--- config.mk ---
export PLATFORM = sky130hd
export DESIGN_NAME = sccw_cmd
export DESIGN_NICKNAME = d
export VERILOG_FILES = /design/src/sccw_pkg.sv /design/src/sccw_cmd.sv
export SDC_FILE = /design/constraint.sdc
export NUM_CORES = 1
export LEC_CHECK = 0
export ABC_AREA = 1
export ABC_CLOCK_PERIOD_IN_PS = 1300
export BUFFER_PORTS_ARGS = -buffer_cell sky130_fd_sc_hd__buf_4
export CAP_MARGIN = 20
export CORE_UTILIZATION = 43
export CTS_BUF_LIST = sky130_fd_sc_hd__clkbuf_8 sky130_fd_sc_hd__clkbuf_16
export DETAILED_ROUTE_END_ITERATION = 16
export GPL_TIMING_DRIVEN = 1
export PLACE_DENSITY = 0.75
export SLEW_MARGIN = 20
export SYNTH_ARGS = -nofsm -noshare
export SYNTH_HDL_FRONTEND = slang
export SYNTH_SLANG_ARGS = --single-unit
--- constraint.sdc ---
create_clock -name clk -period 1.3 [get_ports clk]
set_input_delay 0.195 -clock clk [delete_from_list [all_inputs] [get_ports clk]]
set_output_delay 0.195 -clock clk [all_outputs]
set_load 0.02 [all_outputs]
--- src/sccw_pkg.sv ---
// shared constants and carriers for the command and wait/request block
package sccw_pkg;

    // command register fields
    localparam int CRC_MSB = 7;
    localparam int CRC_LSB = 6;
    localparam int CMD_MSB = 5;
    localparam int CMD_LSB = 3;
    localparam int PTR_MSB = 2;
    localparam int PTR_LSB = 0;
    localparam logic [3:0] PTR_HIGH_ADD = 4'h8;

    // transfer mode register fields
    localparam int XM_WR_EN = 7;
    localparam int XM_REQ_FN = 6;
    localparam int XM_ON_RX = 5;
    localparam logic [7:0] XMODE_RESET = 8'h00;
    localparam logic [3:0] PTR_RESET = 4'h0;

    // abort length in ones; eight to thirteen allowed, we send eight
    localparam logic [3:0] ABORT_ONES = 4'h8;

    typedef enum logic [1:0] {
        SCCW_CRC_NULL = 2'h0,
        SCCW_CRC_RX = 2'h1,
        SCCW_CRC_TX = 2'h2,
        SCCW_CRC_EOM = 2'h3
    } sccw_crc_t;

    typedef enum logic [2:0] {
        SCCW_CMD_NULL = 3'h0,
        SCCW_CMD_HIGH = 3'h1,
        SCCW_CMD_EXT = 3'h2,
        SCCW_CMD_ABORT = 3'h3,
        SCCW_CMD_RXNEXT = 3'h4,
        SCCW_CMD_TXPEND = 3'h5,
        SCCW_CMD_ERR = 3'h6,
        SCCW_CMD_IUS = 3'h7
    } sccw_cmd_t;

    // state reported by the surrounding channel logic
    typedef struct packed {
        logic tx_enabled;
        logic rx_enabled;
        logic sdlc_mode;
        logic sync_mode;
        logic abort_on_underrun;
        logic first_char_mode;
        logic special_only_mode;
        logic tx_underrun;
        logic crc_tx_start;
        logic crc_tx_done;
        logic tx_char_loaded;
        logic tx_buf_empty;
        logic rx_char_avail;
        logic ext_pending;
    } sccw_chan_t;

    // actions toward the channel logic, one cycle each except send_abort, held through the ones
    typedef struct packed {
        logic rx_crc_init;
        logic tx_crc_init;
        logic append_crc;
        logic send_abort_flag;
        logic send_abort;
        logic flush_tx;
        logic ext_rearm;
        logic ext_eom_irq;
        logic rx_rearm;
        logic tx_int_clear;
        logic err_reset;
        logic ius_clear;
    } sccw_act_t;

    typedef enum logic [1:0] {
        SCCW_IDLE = 2'b00,
        SCCW_ONES = 2'b01,
        SCCW_DONE = 2'b11
    } sccw_abort_t;

endpackage

--- src/sccw_cmd.sv ---
// command decoder and wait/request pin control
//
// Contract
// - crc field 00 does nothing
// - crc field 01, receiver disable or sdlc crc start reset receive crc
// - crc field 10 resets transmit crc; channel reset does not
// - crc field 11 clears eom latch; underrun then appends crc
// - sdlc abort-on-underrun sends abort and flag instead of crc
// - eom latch sets when crc starts; reset accepted only while transmitter on
// - transmitter off: latch kept, ext interrupt raised if allowed
// - command 000 does nothing
// - command 001 adds eight to the pointer in the same byte
// - command 010 re-arms latched external status
// - persisting second status change interrupts again after re-arm
// - command 011 in sdlc sends ones, flushes buffer, sets eom
// - command 100 re-arms first-character receive interrupt
// - command 101 clears tx pending until char load or crc sent
// - command 110 resets receive errors; held data released
// - command 111 clears highest in-service flag
// - low three bits select registers 0-7, or 8-15 with point high
// - mode bit 7 zero holds pin inactive: high or floating
// - request drives low when ready; wait drives low on early access
// - mode bit 5 selects receive or transmit buffer tracking
// - request only asserted while not selected; deferred past cycle
// - request on transmit pulses low one cycle at crc end
`timescale 1ns/100ps
`default_nettype none

module sccw_cmd
    import sccw_pkg::*;
(
    // clock and reset
    input wire logic clk,
    input wire logic rst,
    // host register write port, already decoded for this channel
    input wire logic wr_cmd,
    input wire logic wr_mode,
    input wire logic [7:0] wr_data,
    input wire logic bus_selected,
    input wire logic cpu_rd_data,
    input wire logic cpu_wr_data,
    // channel state
    input wire sccw_pkg::sccw_chan_t chan,
    // actions and status
    output sccw_pkg::sccw_act_t act,
    output logic [3:0] reg_ptr,
    output logic eom_latch,
    output logic tx_int_blocked,
    output logic abort_ones,
    // wait/request pin
    output logic waitreq_out,
    output logic waitreq_oe
);
    import sccw_pkg::*;

    // ------------------------------------------------------------
    // command decode
    // ------------------------------------------------------------
    sccw_crc_t crc_f;
    sccw_cmd_t cmd_f;
    logic [7:0] mode_q;
    logic [3:0] ptr_q;
    logic eom_q;
    logic txblk_q;
    logic rx_en_q;
    sccw_abort_t ab_q;
    logic [3:0] ab_cnt_q;

    assign crc_f = sccw_crc_t'(wr_data[CRC_MSB:CRC_LSB]);
    assign cmd_f = sccw_cmd_t'(wr_data[CMD_MSB:CMD_LSB]);

    // ------------------------------------------------------------
    // mode and pointer registers
    // ------------------------------------------------------------
    always_ff @(posedge clk)
    begin
        if (rst)
            mode_q <= XMODE_RESET;
        else if (wr_mode)
            mode_q <= wr_data;
    end

    always_ff @(posedge clk)
    begin
        if (rst)
            ptr_q <= PTR_RESET;
        else if (wr_cmd)
        begin
            // null command leaves only pointer bits acting
            if (cmd_f == SCCW_CMD_HIGH)
                ptr_q <= {1'b0, wr_data[PTR_MSB:PTR_LSB]} + PTR_HIGH_ADD;
            else
                ptr_q <= {1'b0, wr_data[PTR_MSB:PTR_LSB]};
        end
    end
    assign reg_ptr = ptr_q;

    // ------------------------------------------------------------
    // underrun/eom latch
    // ------------------------------------------------------------
    logic eom_clr_cmd;
    assign eom_clr_cmd = wr_cmd && crc_f == SCCW_CRC_EOM;

    always_ff @(posedge clk)
    begin
        if (rst)
            eom_q <= 1'b1;
        else if (chan.crc_tx_start || ab_q == SCCW_DONE)
            eom_q <= 1'b1;
        else if (eom_clr_cmd && chan.tx_enabled)
            eom_q <= 1'b0;
    end
    assign eom_latch = eom_q;

    // ------------------------------------------------------------
    // transmit interrupt suppression
    // ------------------------------------------------------------
    always_ff @(posedge clk)
    begin
        if (rst)
            txblk_q <= 1'b0;
        else if (wr_cmd && cmd_f == SCCW_CMD_TXPEND)
            txblk_q <= 1'b1;
        else if (chan.tx_char_loaded || chan.crc_tx_done)
            txblk_q <= 1'b0;
    end
    assign tx_int_blocked = txblk_q;

    // ------------------------------------------------------------
    // abort sequencer, gray path idle-ones-done
    // ------------------------------------------------------------
    always_ff @(posedge clk)
    begin
        if (rst)
        begin
            ab_q <= SCCW_IDLE;
            ab_cnt_q <= 4'h0;
        end
        else
        begin
            case (ab_q)
                SCCW_IDLE:
                begin
                    if (wr_cmd && cmd_f == SCCW_CMD_ABORT && chan.sdlc_mode)
                    begin
                        ab_q <= SCCW_ONES;
                        ab_cnt_q <= ABORT_ONES;
                    end
                end
                SCCW_ONES:
                begin
                    ab_cnt_q <= ab_cnt_q - 4'h1;
                    if (ab_cnt_q == 4'h1)
                        ab_q <= SCCW_DONE;
                end
                SCCW_DONE:
                    ab_q <= SCCW_IDLE;
                default:
                    ab_q <= SCCW_IDLE;
            endcase
        end
    end
    assign abort_ones = ab_q == SCCW_ONES;

    // receiver enable edge, for crc init on disable
    always_ff @(posedge clk)
    begin
        if (rst)
            rx_en_q <= 1'b0;
        else
            rx_en_q <= chan.rx_enabled;
    end

    // ------------------------------------------------------------
    // action pulses
    // ------------------------------------------------------------
    always_comb
    begin
        act = '0;
        if (wr_cmd)
        begin
            // crc null raises no crc init here; receiver disable or sdlc crc start still set rx_crc_init below
            act.rx_crc_init = crc_f == SCCW_CRC_RX;
            act.tx_crc_init = crc_f == SCCW_CRC_TX;
            act.ext_rearm = cmd_f == SCCW_CMD_EXT;
            act.flush_tx = cmd_f == SCCW_CMD_ABORT && chan.sdlc_mode;
            act.rx_rearm = cmd_f == SCCW_CMD_RXNEXT && chan.first_char_mode;
            act.tx_int_clear = cmd_f == SCCW_CMD_TXPEND;
            act.err_reset = cmd_f == SCCW_CMD_ERR;
            act.ius_clear = cmd_f == SCCW_CMD_IUS;
            act.ext_eom_irq = eom_clr_cmd && !chan.tx_enabled
                && (!chan.ext_pending || cmd_f == SCCW_CMD_EXT);
        end
        if ((rx_en_q && !chan.rx_enabled) || chan.sdlc_mode && chan.crc_tx_start)
            act.rx_crc_init = 1'b1;
        if (chan.tx_underrun && !eom_q)
        begin
            if (chan.sdlc_mode && chan.abort_on_underrun)
                act.send_abort_flag = 1'b1;
            else
                act.append_crc = 1'b1;
        end
        act.send_abort = ab_q == SCCW_ONES;
    end

    // ------------------------------------------------------------
    // wait/request pin
    // ------------------------------------------------------------
    logic buf_ready;
    logic req_int;
    logic req_d;
    logic req_q;
    logic crc_pulse_q;
    logic wait_act;

    // rx: data waiting; tx: room in buffer
    assign buf_ready = mode_q[XM_ON_RX] ? chan.rx_char_avail : chan.tx_buf_empty;
    assign req_int = buf_ready && !bus_selected;

    // held while selected so a cycle in progress is never interrupted
    assign req_d = bus_selected ? req_q : req_int;

    always_ff @(posedge clk)
    begin
        if (rst)
            req_q <= 1'b0;
        else
            req_q <= req_d && !bus_selected;
    end

    always_ff @(posedge clk)
    begin
        if (rst)
            crc_pulse_q <= 1'b0;
        else
            crc_pulse_q <= chan.crc_tx_done && !mode_q[XM_ON_RX]
                && (chan.sdlc_mode || chan.sync_mode);
    end

    // wait only during the offending cpu access
    assign wait_act = mode_q[XM_ON_RX] ? (cpu_rd_data && !chan.rx_char_avail)
                                       : (cpu_wr_data && !chan.tx_buf_empty);

    always_comb
    begin
        waitreq_out = 1'b1;
        waitreq_oe = 1'b0;
        if (mode_q[XM_REQ_FN])
        begin
            // request mode always drives, high when idle
            waitreq_oe = 1'b1;
            // gated by select as well, since req_q lags a new bus cycle by one edge
            if (mode_q[XM_WR_EN])
                waitreq_out = !((req_q || crc_pulse_q) && !bus_selected);
        end
        else if (mode_q[XM_WR_EN] && wait_act)
        begin
            waitreq_out = 1'b0;
            waitreq_oe = 1'b1;
        end
    end

endmodule // sccw_cmd

`default_nettype wire

==> results.json <==
{
  "worstRegToRegCells": 5,
  "coreArea_mm2": 0.001962,
  "grt_overflow": 0,
  "startpoint": "mode_q[5]$_SDFFE_PP0P_",
  "skew_ns": 0.005197,
  "synth_area_um2": 905.9,
  "power_density_mw_per_mm2": 962.3,
  "synth_cell_types": 21,
  "grtUsageMet3": 0.04151,
  "ant_nets": 0,
  "crit-reg2reg-launch": "ab_cnt_q[0]$_SDFFE_PP0P_",
  "syn_to_final_growth_pct": 49.59,
  "first_pass_iters": 4,
  "avgViaCountPerCell": 4.851,
  "grt_pass1_vias": 818,
  "grt_max_degree": 11,
  "rr_endpoint": "ab_cnt_q[2]$_SDFFE_PP0P_",
  "syn_area_per_cell_um2": 6.968,
  "ir_drop_v": 0.0009316,
  "gr-max-usage-layer": "met2",
  "clockBufferDepth": 2,
  "io_pins": 50,
  "chipWidth_um": 47.90,
  "track_usage": 0.2039,
  "tightest_slew_ns": 0.2813,
  "finalSetupTns_ns": 0,
  "synth-seq-cells": 18,
  "fin_util": 0.6907,
  "yosys.area.top_type": "dfxtp_1",
  "gp_congestion": 0.7957,
  "antenna_found_initial": 0,
  "synthTopCellsByCount": "nor2_1 (23), inv_1 (20), dfxtp_1 (18)",
  "cp-endpoint": "waitreq_out",
  "cp-start-kind": "flop",
  "grt_pass1_wl_um": 3270,
  "worstHoldStart": "bus_selected",
  "hold_buffers": 0,
  "drt_iter0_drc": 19,
  "synthSimpleGateAreaFrac": 0.3287,
  "worstSetupPathType": "reg2out",
  "dpl.hpwl_um": 1858,
  "start_util": 0.4617,
  "numCtsBuffers": 3,
  "relSlewSlack": 0.8122,
  "synth-compound-area-share": 0.1409,
  "synth_top_cells_by_area": "dfxtp_1 (40%), nor2_1 (9.5%), inv_1 (8.3%)",
  "total_power_mw": 1.304,
  "layout_min_cycle_time_ns": 1.281,
  "cap_violations": 0,
  "root_buffer": "clkbuf_8",
  "synth_nets": 161,
  "die_y_um": 47.90,
  "syn_inst": 130,
  "synth_top_area_share": 0.3978,
  "slew_violations": 0,
  "period_share": 0.9853,
  "yosysWarnings": 0,
  "p_leak_nw": 0.6755,
  "end_kind": "primary output",
  "cts_max_level": 1,
  "final_area_mm2": 0.001355,
  "fmax_mhz": 780.7,
  "wl_per_cell_um": 11.36,
  "ys.flop_type": "dfxtp_1",
  "ys_async_sr_fraction": 0,
  "crit_arrival_ns": 1.09,
  "hold_violations": 0,
  "placed_area_mm2": 0.001287,
  "synth.area.mux_share": 0,
  "rows": 16,
  "rsz0062_at_grt": "yes",
  "regToRegSetupSlack_ns": 0.12,
  "fin_nets": 213,
  "clkTransAtPathRegs_ns": 0.06,
  "synth_most_common_cell": "nor2_1",
  "cts_tree": "done",
  "synth_top_family_by_area": "simple AND/OR/NAND/NOR gates",
  "met2_usage": 0.3811,
  "vias": 1009,
  "status": "completed",
  "port_buffers": 48,
  "n_fill_cell": 180,
  "hold_path_class": "in2reg",
  "use_met1": 0.2205,
  "synth_xor_xnor_area_share": 0,
  "ys_seq_area_frac": 0.3978,
  "finalSetupViolations": 0,
  "drive_gt1_frac": 0.3425,
  "drc": 0,
  "crit_fanout": 3,
  "clock-sinks": 18,
  "die_area_mm2": 0.002294,
  "worstSkewPairLatency_ns": 0.25,
  "synth_edf_count": 0,
  "cp.required_ns": 1.11,
  "drt_wl_total_um": 2362,
  "synth_fa_ha_area_frac": 0.02762,
  "n_antenna_cell": 0
}
==> layer usage <==
metal,part of all wire,vias to the layer above
met5,0,-
met4,0.016,0
met3,0.054,6
met2,0.52,30
met1,0.41,452
li1,-,521
==> where the power goes <==
group / switching [mW] / leakage (nW) / internal (mW)
Clock: 0.188 / 0.0288 / 0.269
Sequential: 0.0136 / 0.148 / 0.576
Combinational: 0.135 / 0.499 / 0.122
Total: 0.336 / 0.675 / 0.968
==> critical path: stages (launching register included) <==
cell and delay [ns]:
dfxtp_2 0.33, o21ai_1 0.07, nand2_1 0.07, o21ai_2 0.13
o21ai_1 0.08, buf_4 0.16
==> kinds of logic (layout without fill, tap and decap cells) <==
logic type                 after synthesis  count (layout)
AOI/OAI and AO/OA                       25              25
buffers and inverters                   24              75
DFF                                     18              18
and+or+nand+nor                         61              61
adders and majority gates                2               2
==> metrics by stage <==
step	std cells	setup WS (ns)	hold WS, ns
final	208	0.01907	0.1109
after global routing	208	-0.01990	0.1146
after CTS	208	0.01597	0.1111
after detailed placement	203	0.1315	0.3769
after global placement	203	0.1749	0.3744
after floorplan	130	0.02387	0.2743
==> how the worst min path moves through the flow <==
stage | end | slack [ns] | depth (start not counted)
2_1_floorplan | req_q$_SDFF_PP0_ | 0.27 | 1
3_3_place_gp | req_q$_SDFF_PP0_ | 0.37 | 2
3_5_place_dp | req_q$_SDFF_PP0_ | 0.38 | 2
4_1_cts | req_q$_SDFF_PP0_ | 0.11 | 2
5_1_grt | req_q$_SDFF_PP0_ | 0.11 | 2
6_report | req_q$_SDFF_PP0_ | 0.11 | 2
==> layout make-up <==
type | instances | area, um2 | share of cell area
timing repair buffer | 49 | 367.9 | 0.2715
inverter | 22 | 82.58 | 0.06094
clock buffer | 4 | 55.05 | 0.04063
tap | 27 | 33.78 | 0.02493
multi-input combinational | 88 | 454.2 | 0.3352
sequential | 18 | 361.6 | 0.2669
==> cell usage in the layout (no fill, tap or decap) <==
cell      instances
a21oi_1          12
buf_4            49
clkbuf_8          4
dfxtp_1          17
dfxtp_2           1
ha_1              2
inv_1            20
inv_2             2
nand2_1          15
nand2_2           1
nand3_1           8
nand3_4           1
nand3b_1          2
nor2_1           23
nor2_4            2
nor3_1            3
nor3b_1           1
nor4_1            3
o211ai_1          1
o21ai_0           9
o21ai_1           2
o21ai_2           1
or2_0             1
or2_2             1
==> flip-flops by register name, indices dropped and copies added, names as in the netlist <==
name and flops:
ab_cnt_q 4, ab_q 2, crc_pulse_q 1, eom_latch 1
mode_q 3, reg_ptr 4, req_q 1, rx_en_q 1
tx_int_blocked 1
==> timing repair <==
item / CTS / global route
gates resized for setup: 2 / 1
setup endpoints to repair: 1 / 1
cloned: 0 / 0
buffers inserted: 1 / 0
Power figures use the tool's default switching activity.
